File: config.mk
export PLATFORM = sky130hd
export DESIGN_NAME = hrd_restraint
export DESIGN_NICKNAME = d
export VERILOG_FILES = /design/src/core/hrd_pkg.sv /design/src/core/hrd_restraint.sv
export VERILOG_INCLUDE_DIRS = /design/src /design/src/core
export SDC_FILE = /design/constraint.sdc
export NUM_CORES = 2
export LEC_CHECK = 0
export BUFFER_PORTS_ARGS = -buffer_cell sky130_fd_sc_hd__buf_2
export CAP_MARGIN = 40
export CORE_MARGIN = 1
export CORE_UTILIZATION = 40
export CTS_CLUSTER_DIAMETER = 40
export CTS_CLUSTER_SIZE = 12
export DETAILED_ROUTE_END_ITERATION = 8
export SLEW_MARGIN = 20
export SYNTH_ARGS = -nofsm -noshare
export SYNTH_HDL_FRONTEND = slang
export SYNTH_SLANG_ARGS = --single-unit
File: constraint.sdc
create_clock -name sys_clk_i -period 13.9 [get_ports sys_clk_i]
set_input_delay 0.695 -clock sys_clk_i [delete_from_list [all_inputs] [get_ports sys_clk_i]]
set_output_delay 0.695 -clock sys_clk_i [all_outputs]
set_load 0.03 [all_outputs]
File: src/core/hrd_defines.svh
// constants for the harmonic restraint decision block
`ifndef HRD_DEFINES_SVH
`define HRD_DEFINES_SVH

// ----------------------------------------
// register offsets
// ----------------------------------------
`define HRD_CTRL_OFS 8'h00
`define HRD_RATIO_OFS 8'h04
`define HRD_XLIMIT_OFS 8'h08
`define HRD_STATUS_OFS 8'h0C

// ----------------------------------------
// field positions
// ----------------------------------------
`define HRD_CTRL_XEN_BIT 0
`define HRD_CTRL_SIXTY_BIT 1
`define HRD_RATIO2_LSB 0
`define HRD_RATIO5_LSB 8

// ----------------------------------------
// reset values and setting ranges
// ----------------------------------------
`define HRD_XEN_RST 1'b1
`define HRD_SIXTY_RST 1'b0
`define HRD_RATIO2_RST 6'h0F
`define HRD_RATIO5_RST 6'h19
`define HRD_RATIO_MIN 6'h05
`define HRD_RATIO_MAX 6'h32
`define HRD_XLIMIT_RST 16'h1388
`define HRD_XLIMIT_MIN 16'h0064
`define HRD_XLIMIT_MAX 16'hEA60

// ----------------------------------------
// thresholds
// ----------------------------------------
`define HRD_PCT_FULL 7'h64
`define HRD_INRUSH_CUR_DIV 7'h32
`define HRD_EXT_CUR_DIV 7'h0A
`define HRD_EXT_ANGLE_DEG 8'h4B

// ----------------------------------------
// timing
// ----------------------------------------
`define HRD_CLK_NS 5
`define HRD_TICK_US 10
`define HRD_TICK_CYC (`HRD_TICK_US * 1000 / `HRD_CLK_NS)
`define HRD_TICKS_PER_MS (1000 / `HRD_TICK_US)
`define HRD_PICKUP50_US 25000
`define HRD_PICKUP60_US 20830
`define HRD_DROP50_US 15000
`define HRD_DROP60_US 12500
`define HRD_INRUSH50_US 5000000
`define HRD_INRUSH60_US 4166670
`define HRD_LEAST_TICKS(us) (((us) + `HRD_TICK_US - 1) / `HRD_TICK_US)

`endif

File: src/core/hrd_pkg.sv
// types for the harmonic restraint decision block
package hrd_pkg;
  typedef logic [2:0] hrd_phase_vec_type;
  typedef logic [5:0] hrd_pct_type;
  typedef enum logic {
    HRD_FREQ_50 = 1'b0,
    HRD_FREQ_60 = 1'b1
  } hrd_freq_type;
endpackage : hrd_pkg

File: src/core/hrd_restraint.sv
// per-phase second and fifth harmonic restraint decision with cross blocking
// Operation
// [RULE1] per phase, second harmonic over fundamental above its setting flags high content
// [RULE2] per phase, fifth harmonic over fundamental above its setting flags high content
// [RULE3] flags rise at once; after 25 ms continuous, fall is delayed 15 ms
// [RULE4] cross blocking off: each phase blocked only by its own harmonics
// [RULE5] cross blocking on: any harmonic-blocked phase blocks all three phases
// [RULE6] cross blocking ends after time limit; high phases keep blocking themselves
// [RULE7] three outputs show high second harmonic per phase
// [RULE8] three second harmonic restraints, active with inrush or external fault
// [RULE9] combined second harmonic restraint is OR of the three phases
// [RULE10] three fifth harmonic restraints, one per phase
// [RULE11] combined fifth harmonic restraint is OR of the three phases
// [RULE12] ratio settings in percent, 5 to 50, defaults 15 and 25
// [RULE13] inrush condition kept; second harmonic inrush restraint only while active
// [RULE14] inrush clears after 5 s of current above 2% with no second harmonic
// [RULE15] second harmonic restraint needs inrush or external fault condition
// [RULE16] external fault when two sides differ by at least 75 degrees
// [RULE17] angle check valid only when both side magnitudes exceed 10% rated
// [RULE18] cross blocking enabled by default, limited by its timer
// [RULE19] inrush reasserts and restarts its timer when conditions fail
// [RULE20] frequency setting selects 50 Hz or 60 Hz timer constants
//
// Chosen here: the placing of the registers and the plain strobed port.
`timescale 1ns/10ps
`include "hrd_defines.svh"

module hrd_restraint #(
  parameter int AMP_W = 16,
  parameter int TICK_CYC = `HRD_TICK_CYC,
  parameter int INRUSH50_TICKS = `HRD_INRUSH50_US / `HRD_TICK_US,
  parameter int INRUSH60_TICKS = `HRD_INRUSH60_US / `HRD_TICK_US
) (
  // clock and reset
  input wire logic sys_clk_i,
  input wire logic resetn_i,
  // harmonic amplitudes per phase
  input wire logic [AMP_W-1:0] fundamental_amp_ph1_i,
  input wire logic [AMP_W-1:0] fundamental_amp_ph2_i,
  input wire logic [AMP_W-1:0] fundamental_amp_ph3_i,
  input wire logic [AMP_W-1:0] second_harm_amp_ph1_i,
  input wire logic [AMP_W-1:0] second_harm_amp_ph2_i,
  input wire logic [AMP_W-1:0] second_harm_amp_ph3_i,
  input wire logic [AMP_W-1:0] fifth_harm_amp_ph1_i,
  input wire logic [AMP_W-1:0] fifth_harm_amp_ph2_i,
  input wire logic [AMP_W-1:0] fifth_harm_amp_ph3_i,
  // compensated side currents and angle difference
  input wire logic [AMP_W-1:0] rated_current_i,
  input wire logic [AMP_W-1:0] side1_mag_ph1_i,
  input wire logic [AMP_W-1:0] side1_mag_ph2_i,
  input wire logic [AMP_W-1:0] side1_mag_ph3_i,
  input wire logic [AMP_W-1:0] side2_mag_ph1_i,
  input wire logic [AMP_W-1:0] side2_mag_ph2_i,
  input wire logic [AMP_W-1:0] side2_mag_ph3_i,
  input wire logic [7:0] angle_diff_ph1_i,
  input wire logic [7:0] angle_diff_ph2_i,
  input wire logic [7:0] angle_diff_ph3_i,
  // register port
  input wire logic [7:0] reg_addr_i,
  input wire logic [31:0] reg_wdata_i,
  input wire logic reg_wr_i,
  input wire logic reg_rd_i,
  output logic [31:0] reg_rdata_o,
  // restraint flags
  output logic second_harm_high_ph1_o,
  output logic second_harm_high_ph2_o,
  output logic second_harm_high_ph3_o,
  output logic second_harm_restraint_ph1_o,
  output logic second_harm_restraint_ph2_o,
  output logic second_harm_restraint_ph3_o,
  output logic second_harm_restraint_any_o,
  output logic fifth_harm_restraint_ph1_o,
  output logic fifth_harm_restraint_ph2_o,
  output logic fifth_harm_restraint_ph3_o,
  output logic fifth_harm_restraint_any_o,
  // blocking towards trip logic
  output logic phase_block_ph1_o,
  output logic phase_block_ph2_o,
  output logic phase_block_ph3_o,
  output logic cross_block_active_o,
  output logic inrush_condition_o,
  output logic ext_fault_condition_o
);

  // ----------------------------------------
  // functions
  // ----------------------------------------
  function automatic logic ratio_high(input logic [AMP_W-1:0] harm,
                                      input logic [AMP_W-1:0] fund,
                                      input hrd_pkg::hrd_pct_type pct);
    logic [AMP_W+6:0] lhs;
    logic [AMP_W+6:0] rhs;
    lhs = (AMP_W+7)'(harm) * (AMP_W+7)'(`HRD_PCT_FULL);
    rhs = (AMP_W+7)'(fund) * (AMP_W+7)'(pct);
    ratio_high = lhs > rhs;
  endfunction : ratio_high

  // true when mag exceeds rated divided by div
  function automatic logic above_share(input logic [AMP_W-1:0] mag,
                                       input logic [AMP_W-1:0] rated,
                                       input logic [6:0] div);
    logic [AMP_W+6:0] scaled;
    scaled = (AMP_W+7)'(mag) * (AMP_W+7)'(div);
    above_share = scaled > (AMP_W+7)'(rated);
  endfunction : above_share

  function automatic hrd_pkg::hrd_pct_type clamp_pct(input hrd_pkg::hrd_pct_type v);
    if (v < `HRD_RATIO_MIN) begin
      clamp_pct = `HRD_RATIO_MIN;
    end else if (v > `HRD_RATIO_MAX) begin
      clamp_pct = `HRD_RATIO_MAX;
    end else begin
      clamp_pct = v;
    end
  endfunction : clamp_pct

  // ----------------------------------------
  // reset release
  // ----------------------------------------
  logic rst_meta_reg;
  logic rst_n;
  always_ff @(posedge sys_clk_i or negedge resetn_i) begin
    if (!resetn_i) begin
      rst_meta_reg <= 1'b0;
      rst_n <= 1'b0;
    end else begin
      rst_meta_reg <= 1'b1;
      rst_n <= rst_meta_reg;
    end
  end

  // ----------------------------------------
  // registers
  // ----------------------------------------
  logic xen_reg;
  hrd_pkg::hrd_freq_type freq_reg;
  hrd_pkg::hrd_pct_type ratio2_reg;
  hrd_pkg::hrd_pct_type ratio5_reg;
  logic [15:0] xlimit_reg;
  logic [31:0] status;
  always_ff @(posedge sys_clk_i or negedge rst_n) begin
    if (!rst_n) begin
      xen_reg <= `HRD_XEN_RST; // see [RULE18]
      freq_reg <= hrd_pkg::HRD_FREQ_50;
      ratio2_reg <= `HRD_RATIO2_RST; // see [RULE12]
      ratio5_reg <= `HRD_RATIO5_RST;
      xlimit_reg <= `HRD_XLIMIT_RST;
    end else if (reg_wr_i) begin
      case (reg_addr_i)
        `HRD_CTRL_OFS: begin
          xen_reg <= reg_wdata_i[`HRD_CTRL_XEN_BIT];
          freq_reg <= hrd_pkg::hrd_freq_type'(reg_wdata_i[`HRD_CTRL_SIXTY_BIT]);
        end
        `HRD_RATIO_OFS: begin
          // out-of-range writes are clamped so the compare never sees them
          ratio2_reg <= clamp_pct(reg_wdata_i[`HRD_RATIO2_LSB+:6]); // see [RULE12]
          ratio5_reg <= clamp_pct(reg_wdata_i[`HRD_RATIO5_LSB+:6]);
        end
        `HRD_XLIMIT_OFS: begin
          if (reg_wdata_i[15:0] < `HRD_XLIMIT_MIN) begin
            xlimit_reg <= `HRD_XLIMIT_MIN;
          end else if (reg_wdata_i[15:0] > `HRD_XLIMIT_MAX) begin
            xlimit_reg <= `HRD_XLIMIT_MAX;
          end else begin
            xlimit_reg <= reg_wdata_i[15:0];
          end
        end
        default: begin
        end
      endcase
    end
  end

  always_ff @(posedge sys_clk_i or negedge rst_n) begin
    if (!rst_n) begin
      reg_rdata_o <= 32'h0;
    end else if (reg_rd_i) begin
      case (reg_addr_i)
        `HRD_CTRL_OFS: reg_rdata_o <= {30'h0, freq_reg, xen_reg};
        `HRD_RATIO_OFS: reg_rdata_o <= {18'h0, ratio5_reg, 2'h0, ratio2_reg};
        `HRD_XLIMIT_OFS: reg_rdata_o <= {16'h0, xlimit_reg};
        `HRD_STATUS_OFS: reg_rdata_o <= status;
        default: reg_rdata_o <= 32'h0;
      endcase
    end else begin
      reg_rdata_o <= 32'h0;
    end
  end

  // ----------------------------------------
  // time base and frequency selection
  // ----------------------------------------
  logic [11:0] div_reg;
  logic tick_reg;
  always_ff @(posedge sys_clk_i or negedge rst_n) begin
    if (!rst_n) begin
      div_reg <= 12'h0;
      tick_reg <= 1'b0;
    end else if (div_reg == 12'(TICK_CYC - 1)) begin
      div_reg <= 12'h0;
      tick_reg <= 1'b1;
    end else begin
      div_reg <= div_reg + 12'h1;
      tick_reg <= 1'b0;
    end
  end

  logic sixty;
  logic [11:0] pickup_ticks;
  logic [11:0] drop_ticks;
  logic [18:0] inrush_ticks;
  assign sixty = (freq_reg == hrd_pkg::HRD_FREQ_60);
  assign pickup_ticks = sixty ? 12'(`HRD_LEAST_TICKS(`HRD_PICKUP60_US)) :
                                12'(`HRD_LEAST_TICKS(`HRD_PICKUP50_US)); // see [RULE20]
  assign drop_ticks = sixty ? 12'(`HRD_LEAST_TICKS(`HRD_DROP60_US)) :
                              12'(`HRD_LEAST_TICKS(`HRD_DROP50_US)); // see [RULE20]
  assign inrush_ticks = sixty ? 19'(INRUSH60_TICKS) : 19'(INRUSH50_TICKS); // see [RULE20]

  // ----------------------------------------
  // ratio detection
  // ----------------------------------------
  logic [AMP_W-1:0] fund [3];
  logic [AMP_W-1:0] h2 [3];
  logic [AMP_W-1:0] h5 [3];
  logic [AMP_W-1:0] s1 [3];
  logic [AMP_W-1:0] s2 [3];
  logic [7:0] ang [3];
  assign fund = '{fundamental_amp_ph1_i, fundamental_amp_ph2_i, fundamental_amp_ph3_i};
  assign h2 = '{second_harm_amp_ph1_i, second_harm_amp_ph2_i, second_harm_amp_ph3_i};
  assign h5 = '{fifth_harm_amp_ph1_i, fifth_harm_amp_ph2_i, fifth_harm_amp_ph3_i};
  assign s1 = '{side1_mag_ph1_i, side1_mag_ph2_i, side1_mag_ph3_i};
  assign s2 = '{side2_mag_ph1_i, side2_mag_ph2_i, side2_mag_ph3_i};
  assign ang = '{angle_diff_ph1_i, angle_diff_ph2_i, angle_diff_ph3_i};

  // flags 0..2 second harmonic, 3..5 fifth harmonic
  logic [5:0] raw;
  logic [2:0] ext_ph;
  logic [2:0] cur_ph;
  always_comb begin
    for (int p = 0; p < 3; p++) begin
      raw[p] = ratio_high(h2[p], fund[p], ratio2_reg); // see [RULE1]
      raw[p+3] = ratio_high(h5[p], fund[p], ratio5_reg); // see [RULE2]
      ext_ph[p] = above_share(s1[p], rated_current_i, `HRD_EXT_CUR_DIV) &&
                  above_share(s2[p], rated_current_i, `HRD_EXT_CUR_DIV) && // see [RULE17]
                  (ang[p] >= `HRD_EXT_ANGLE_DEG); // see [RULE16]
      cur_ph[p] = above_share(s1[p], rated_current_i, `HRD_INRUSH_CUR_DIV) ||
                  above_share(s2[p], rated_current_i, `HRD_INRUSH_CUR_DIV);
    end
  end

  // ----------------------------------------
  // pick-up and drop-off extension
  // ----------------------------------------
  logic [11:0] on_cnt_reg [6];
  logic [11:0] drop_cnt_reg [6];
  logic [5:0] armed_reg;
  logic [5:0] stretched;
  always_ff @(posedge sys_clk_i or negedge rst_n) begin
    if (!rst_n) begin
      for (int i = 0; i < 6; i++) begin
        on_cnt_reg[i] <= 12'h0;
        drop_cnt_reg[i] <= 12'h0;
      end
      armed_reg <= 6'h0;
    end else begin
      for (int i = 0; i < 6; i++) begin
        // one extra tick so a partial first tick never shortens the pick-up
        if (!raw[i]) begin
          on_cnt_reg[i] <= 12'h0;
          armed_reg[i] <= 1'b0;
        end else if (tick_reg && !armed_reg[i]) begin
          if (on_cnt_reg[i] == pickup_ticks) begin
            armed_reg[i] <= 1'b1; // see [RULE3]
          end else begin
            on_cnt_reg[i] <= on_cnt_reg[i] + 12'h1;
          end
        end
        if (raw[i]) begin
          drop_cnt_reg[i] <= 12'h0;
        end else if (armed_reg[i]) begin
          drop_cnt_reg[i] <= drop_ticks; // see [RULE3]
        end else if (tick_reg && drop_cnt_reg[i] != 12'h0) begin
          drop_cnt_reg[i] <= drop_cnt_reg[i] - 12'h1;
        end
      end
    end
  end

  always_comb begin
    for (int i = 0; i < 6; i++) begin
      stretched[i] = raw[i] || armed_reg[i] || (drop_cnt_reg[i] != 12'h0); // see [RULE3]
    end
  end

  // ----------------------------------------
  // inrush and external fault conditions
  // ----------------------------------------
  logic inrush_reg;
  logic ext_reg;
  logic [18:0] inrush_cnt_reg;
  logic inrush_qual;
  assign inrush_qual = (|cur_ph) && !(|stretched[2:0]);
  always_ff @(posedge sys_clk_i or negedge rst_n) begin
    if (!rst_n) begin
      inrush_reg <= 1'b1;
      inrush_cnt_reg <= 19'h0;
      ext_reg <= 1'b0;
    end else begin
      ext_reg <= |ext_ph; // see [RULE16]
      if (!inrush_qual) begin
        inrush_reg <= 1'b1; // see [RULE19]
        inrush_cnt_reg <= 19'h0;
      end else if (tick_reg && inrush_reg) begin
        if (inrush_cnt_reg == inrush_ticks) begin
          inrush_reg <= 1'b0; // see [RULE14]
        end else begin
          inrush_cnt_reg <= inrush_cnt_reg + 19'h1;
        end
      end
    end
  end

  // ----------------------------------------
  // restraint flags and cross blocking
  // ----------------------------------------
  hrd_pkg::hrd_phase_vec_type high2_reg;
  hrd_pkg::hrd_phase_vec_type r2_reg;
  hrd_pkg::hrd_phase_vec_type r5_reg;
  hrd_pkg::hrd_phase_vec_type block_reg;
  hrd_pkg::hrd_phase_vec_type r2_next;
  hrd_pkg::hrd_phase_vec_type own_next;
  logic r2_any_reg;
  logic r5_any_reg;
  logic cross_reg;
  logic [22:0] xcnt_reg;
  logic [22:0] xlimit_ticks;
  logic cross_next;
  assign r2_next = stretched[2:0] & {3{inrush_reg || ext_reg}}; // see [RULE13] see [RULE15]
  assign own_next = r2_next | stretched[5:3];
  assign xlimit_ticks = 23'(xlimit_reg) * 23'(`HRD_TICKS_PER_MS);
  // a later block event after timeout does not restart the window until all clear
  assign cross_next = xen_reg && (|own_next) && (xcnt_reg < xlimit_ticks); // see [RULE6]
  always_ff @(posedge sys_clk_i or negedge rst_n) begin
    if (!rst_n) begin
      xcnt_reg <= 23'h0;
    end else if (!xen_reg || !(|own_next)) begin
      xcnt_reg <= 23'h0;
    end else if (tick_reg && xcnt_reg < xlimit_ticks) begin
      xcnt_reg <= xcnt_reg + 23'h1; // see [RULE6]
    end
  end

  always_ff @(posedge sys_clk_i or negedge rst_n) begin
    if (!rst_n) begin
      high2_reg <= 3'h0;
      r2_reg <= 3'h0;
      r5_reg <= 3'h0;
      r2_any_reg <= 1'b0;
      r5_any_reg <= 1'b0;
      block_reg <= 3'h0;
      cross_reg <= 1'b0;
    end else begin
      high2_reg <= stretched[2:0]; // see [RULE7]
      r2_reg <= r2_next; // see [RULE8]
      r5_reg <= stretched[5:3]; // see [RULE10]
      r2_any_reg <= |r2_next; // see [RULE9]
      r5_any_reg <= |stretched[5:3]; // see [RULE11]
      block_reg <= own_next | {3{cross_next}}; // see [RULE4] see [RULE5]
      cross_reg <= cross_next;
    end
  end

  assign status = {20'h0, cross_reg, ext_reg, inrush_reg, r5_reg, r2_reg, high2_reg};
  assign second_harm_high_ph1_o = high2_reg[0];
  assign second_harm_high_ph2_o = high2_reg[1];
  assign second_harm_high_ph3_o = high2_reg[2];
  assign second_harm_restraint_ph1_o = r2_reg[0];
  assign second_harm_restraint_ph2_o = r2_reg[1];
  assign second_harm_restraint_ph3_o = r2_reg[2];
  assign second_harm_restraint_any_o = r2_any_reg;
  assign fifth_harm_restraint_ph1_o = r5_reg[0];
  assign fifth_harm_restraint_ph2_o = r5_reg[1];
  assign fifth_harm_restraint_ph3_o = r5_reg[2];
  assign fifth_harm_restraint_any_o = r5_any_reg;
  assign phase_block_ph1_o = block_reg[0];
  assign phase_block_ph2_o = block_reg[1];
  assign phase_block_ph3_o = block_reg[2];
  assign cross_block_active_o = cross_reg;
  assign inrush_condition_o = inrush_reg;
  assign ext_fault_condition_o = ext_reg;

  // ----------------------------------------
  // checks
  // ----------------------------------------
  a_harm2_rise: assert property (@(posedge sys_clk_i) disable iff (!rst_n) // see [RULE1]
    raw[0] |=> high2_reg[0]) else $error("second harmonic flag missed");
  a_harm5_rise: assert property (@(posedge sys_clk_i) disable iff (!rst_n) // see [RULE2]
    raw[4] |=> r5_reg[1]) else $error("fifth harmonic flag missed");
  a_drop_hold: assert property (@(posedge sys_clk_i) disable iff (!rst_n) // see [RULE3]
    (!raw[0] && armed_reg[0]) |=> high2_reg[0] [*8]) else $error("drop extension lost");
  a_restr2_gate: assert property (@(posedge sys_clk_i) disable iff (!rst_n) // see [RULE15]
    r2_reg[0] |-> $past(inrush_reg || ext_reg)) else $error("restraint without condition");
  a_any2_or: assert property (@(posedge sys_clk_i) disable iff (!rst_n) // see [RULE9]
    r2_any_reg == (|r2_reg)) else $error("combined second flag wrong");
  a_any5_or: assert property (@(posedge sys_clk_i) disable iff (!rst_n) // see [RULE11]
    r5_any_reg == (|r5_reg)) else $error("combined fifth flag wrong");
  a_cross_all: assert property (@(posedge sys_clk_i) disable iff (!rst_n) // see [RULE5]
    cross_reg |-> (block_reg == 3'h7)) else $error("cross blocking not on all phases");
  a_own_only: assert property (@(posedge sys_clk_i) disable iff (!rst_n) // see [RULE4]
    !cross_reg |-> (block_reg == (r2_reg | r5_reg))) else $error("foreign phase blocked");
  a_cross_limit: assert property (@(posedge sys_clk_i) disable iff (!rst_n) // see [RULE6]
    (xcnt_reg >= xlimit_ticks) |=> !cross_reg) else $error("cross blocking overran");
  a_inrush_rearm: assert property (@(posedge sys_clk_i) disable iff (!rst_n) // see [RULE19]
    !inrush_qual |=> (inrush_reg && inrush_cnt_reg == 19'h0)) else $error("inrush not rearmed");
  a_ratio_range: assert property (@(posedge sys_clk_i) disable iff (!rst_n) // see [RULE12]
    ratio2_reg >= `HRD_RATIO_MIN && ratio2_reg <= `HRD_RATIO_MAX) else $error("ratio range");

endmodule : hrd_restraint

==> metrics.txt <==
# TYPE chip_impl_metric gauge
chip_impl_metric{name="drt_pre_antenna_iters",unit=""} 7
chip_impl_metric{name="fin_tns_setup",unit="ps"} 0
chip_impl_metric{name="worst_slew_margin_rel",unit="%"} 41.1
chip_impl_info{name="layout_common_cells",value="1355 x ha_1, 1341 x inv_1, 514 x and2_1"} 1
chip_impl_metric{name="finalHoldViolations",unit=""} 0
chip_impl_metric{name="multi_input_comb_area",unit="sq um"} 50600
chip_impl_metric{name="grt.total_usage",unit="%"} 20.1
chip_impl_metric{name="layout_worst_path_cycle_share",unit="%"} 69.5
chip_impl_metric{name="grt_first_pass_wirelength",unit="um"} 263000
chip_impl_metric{name="placement.io_buffers",unit=""} 340
chip_impl_info{name="timing.critical_path.from_type",value="flip-flop"} 1
chip_impl_metric{name="cts_sinks",unit=""} 270
chip_impl_metric{name="grt_pass1_vias",unit=""} 52000
chip_impl_metric{name="final.setup_skew",unit="ps"} 31.7
chip_impl_metric{name="worstPathMaxFanout",unit=""} 33
chip_impl_metric{name="drive_above_1_share",unit="%"} 7.04
chip_impl_metric{name="layout-area-overhead-vs-synth",unit="%"} 8.85
chip_impl_info{name="largest_family_of_logic_cells_by_synthesized_area",value="adder cells"} 1
chip_impl_metric{name="timing.reg2reg.setup_slack",unit="ps"} 4240
chip_impl_metric{name="synth_simple_gate_area_share",unit="%"} 17.8
chip_impl_metric{name="grt_start_max_net_pins",unit=""} 56
chip_impl_metric{name="yosys_warnings",unit=""} 0
chip_impl_metric{name="syn_avg_cell_area",unit="sq um"} 8.40
chip_impl_metric{name="design.core.area",unit="sq um"} 156000
chip_impl_info{name="grt_setup_unrepaired",value="false"} 1
chip_impl_metric{name="worstRegToRegCells",unit=""} 27
chip_impl_metric{name="synth_seq_area_share",unit="%"} 10.7
chip_impl_metric{name="cts.repair_timing.setup_buffer_count",unit=""} 0
chip_impl_metric{name="synthDominantCellAreaShare",unit="%"} 26.8
chip_impl_metric{name="dpl.hpwl",unit="um"} 132000
chip_impl_metric{name="gp_congestion",unit=""} 0.887
chip_impl_info{name="root_buffer",value="clkbuf_16"} 1
chip_impl_metric{name="p_leak",unit="nW"} 36.4
chip_impl_info{name="run_status",value="finished clean"} 1
chip_impl_metric{name="final_antenna_net_count",unit=""} 0
chip_impl_info{name="critPathCaptureType",value="flip-flop"} 1
chip_impl_info{name="criticalPathCategory",value="reg -> reg"} 1
chip_impl_info{name="cpMaxStageDelayCell",value="dfstp_2"} 1
chip_impl_metric{name="post_synth_edffs",unit=""} 0
chip_impl_info{name="most_frequent_standard_cell_in_the_layout_excluding_fill_and_tap_cells",value="ha_1"} 1
chip_impl_metric{name="synth-seq-cells",unit=""} 270
chip_impl_metric{name="via_count",unit=""} 51700
chip_impl_metric{name="asyncSetResetFlopFracSynth",unit="%"} 100
chip_impl_info{name="synthTopCellsByArea",value="ha_1 27%, fa_1 16%, dfrtp_1 10%"} 1
chip_impl_metric{name="timing.fmax",unit="MHz"} 103
chip_impl_metric{name="initial_cell_density_of_the_core",unit="%"} 40.4
chip_impl_info{name="timing.critical_path.max_delay_family",value="compound AO/OA/AOI/OAI gates"} 1
chip_impl_info{name="worst_reg2reg_endpoint",value="inrush_condition_o"} 1
chip_impl_metric{name="timing.critical_path.required",unit="ps"} 14380
chip_impl_metric{name="htree_num_levels",unit=""} 2
chip_impl_metric{name="drt_drc_violations_left",unit=""} 0
chip_impl_metric{name="place_ws",unit="ps"} 4240
chip_impl_metric{name="numCtsBuffers",unit=""} 43
chip_impl_metric{name="final_critical_path_setup_slack",unit="ps"} 4240
chip_impl_metric{name="hold_ws",unit="ps"} 314
chip_impl_metric{name="routed_wirelength",unit="um"} 160000
chip_impl_metric{name="final_setup_fails",unit=""} 0
chip_impl_metric{name="vdd_drop_max",unit="mV"} 0.0700
chip_impl_metric{name="timing.final.crit_period",unit="ps"} 9660
chip_impl_info{name="worst_r2r_startpoint",value="ratio2_reg[2]"} 1
chip_impl_metric{name="pin_count",unit=""} 373
chip_impl_metric{name="total_power",unit="W"} 0.00579
chip_impl_info{name="yosys_most_used_dff",value="dfrtp_1"} 1
chip_impl_metric{name="final_nets",unit=""} 9960
chip_impl_metric{name="die_w",unit="um"} 399
chip_impl_metric{name="design.die.area",unit="sq um"} 159000
chip_impl_info{name="synth_top_area_cell",value="ha_1"} 1
chip_impl_metric{name="seqCellArea",unit="sq um"} 6780
chip_impl_info{name="cts_tree",value="built"} 1
chip_impl_metric{name="power.density_cell_area",unit="nW/um^2"} 84.3
chip_impl_metric{name="detailedRoute.firstIterationViolations",unit=""} 2428
chip_impl_metric{name="path_buf_inv",unit=""} 3
chip_impl_metric{name="post_synth_mux_area_share",unit="%"} 0.594
chip_impl_metric{name="std_cell_rows",unit=""} 145
chip_impl_metric{name="yosys.area_share.adder",unit="%"} 42.4
chip_impl_metric{name="worstMarginPinSlew",unit="ps"} 875
chip_impl_metric{name="worst_setup_hold_path_clk_slew",unit="ps"} 60
chip_impl_metric{name="yosysUniqueCellTypes",unit=""} 85
chip_impl_metric{name="synth_xor_area_share",unit="%"} 6.57
chip_impl_metric{name="grt_overflow",unit=""} 0
chip_impl_metric{name="routed_wire_length_per_instance",unit="um"} 16.2
chip_impl_metric{name="synth_cells",unit=""} 7520
chip_impl_metric{name="crit_arrival",unit="ps"} 10150
chip_impl_metric{name="layout.filler_cells",unit=""} 15600
chip_impl_metric{name="post_drt_via_cell_ratio",unit=""} 5.22
chip_impl_metric{name="worst_skew_pair.late_latency",unit="ps"} 580
chip_impl_info{name="hp-class",value="reg -> async"} 1
chip_impl_metric{name="grt_antenna_before_repair",unit=""} 46
chip_impl_metric{name="synth_area",unit="sq um"} 63100
chip_impl_metric{name="chipHeight",unit="um"} 399
chip_impl_metric{name="compound_gate_fraction_of_synth_area",unit="%"} 12.6
chip_impl_metric{name="slew_viol_final",unit=""} 0
chip_impl_metric{name="clockBufferDepth",unit=""} 3
chip_impl_metric{name="cap_viol_max_count",unit=""} 0
chip_impl_metric{name="max_stage_delay",unit="ps"} 1000
chip_impl_metric{name="postLayoutCoreUtil",unit="%"} 43.9
==> layer usage <==
layer | GRT usage (%) | up-vias | share of wire, % | wire length (um)
met4 | 3.82 | 46 | 2.0 | 3180
met3 | 2.76 | 228 | 4.6 | 7420
li1 | - | 25800 | - | -
met2 | 35.0 | 882 | 47 | 76000
met5 | 0 | - | 0.18 | 287
met1 | 26.4 | 24700 | 46 | 73100
==> area by class of cell <==
| cell class | instances | area share (%) |
|---|---|---|
| Inverter | 1342 | 7.33 |
| Sequential cell | 270 | 9.86 |
| Clock inverter | 29 | 0.446 |
| Tap cell | 2058 | 3.75 |
| Multi-Input combinational cell | 5738 | 73.7 |
| Timing Repair Buffer | 395 | 3.19 |
| Clock buffer | 50 | 1.68 |
| Antenna cell | 15 | 0.0546 |
==> report_power, final <==
part           total (W)  switching (W)  internal (W)  leakage, nW
registers       0.000839      0.0000303      0.000809         3.61
clock network    0.00109       0.000425      0.000664        0.710
logic            0.00386        0.00223       0.00163         32.1
==> synthesized netlist by cell type, types with 90 or more instances <==
cell type,n
ha_1,1355
inv_1,1341
and2_1,514
fa_1,491
nor2_1,457
nand2_1,390
a21oi_1,292
xnor2_1,270
dfrtp_1,256
o21ai_0,236
xor2_1,204
a21o_1,171
clkbuf_1,159
nor3_1,142
nand3_1,140
nand4_1,98
o21a_1,90
==> metrics by stage <==
stage,instance area [sq um],instances
2_1_floorplan,63200,7535
3_3_place_gp,67000,9785
3_5_place_dp,67200,9802
4_1_cts,68700,9882
5_1_grt,68700,9884
6_report,68700,9897
==> worst reg2reg max path: cells and delay by family, from the launching register on <==
kind	cells	cell delay, ps
buffers and inverters	3	410
AO/OA/AOI/OAI	10	3460
AND/OR/NAND/NOR	8	2510
adder cells (fa/ha/maj)	5	2030
XOR/XNOR	1	170
flip-flops	1	1000
==> cell families (layout without fill, tap and decap cells) <==
logic type / Yosys count / after routing
buffers and inverters: 1527 / 1816
flip-flops: 270 / 270
multiplexers: 33 / 33
adder cells (fa/ha/maj): 1846 / 1846
AND/OR/NAND/NOR: 2166 / 2166
AO/OA/AOI/OAI: 1202 / 1202
XOR/XNOR: 474 / 474
other: 2 / 32
==> worst max-delay path by stage <==
stage | startpoint | to | slack [ps] | cells after the start
after detailed placement | fundamental_amp_ph1_i[0] | inrush_condition_o | 4240 | 27
after global placement | fundamental_amp_ph1_i[0] | inrush_condition_o | 4350 | 27
after floorplan | ratio2_reg[3] | inrush_condition_o | 5770 | 28
after CTS | ratio2_reg[2] | inrush_condition_o | 4170 | 27
after global routing | ratio2_reg[2] | inrush_cnt_reg[8] | 3440 | 27
final | ratio2_reg[2] | inrush_condition_o | 4240 | 27
==> what timing repair did <==
action,in CTS,in global routing
resized for setup,0,0
hold buffers,1,0
hold endpoints to repair,2,0
Note: power is estimated with default switching activity, not from simulation.
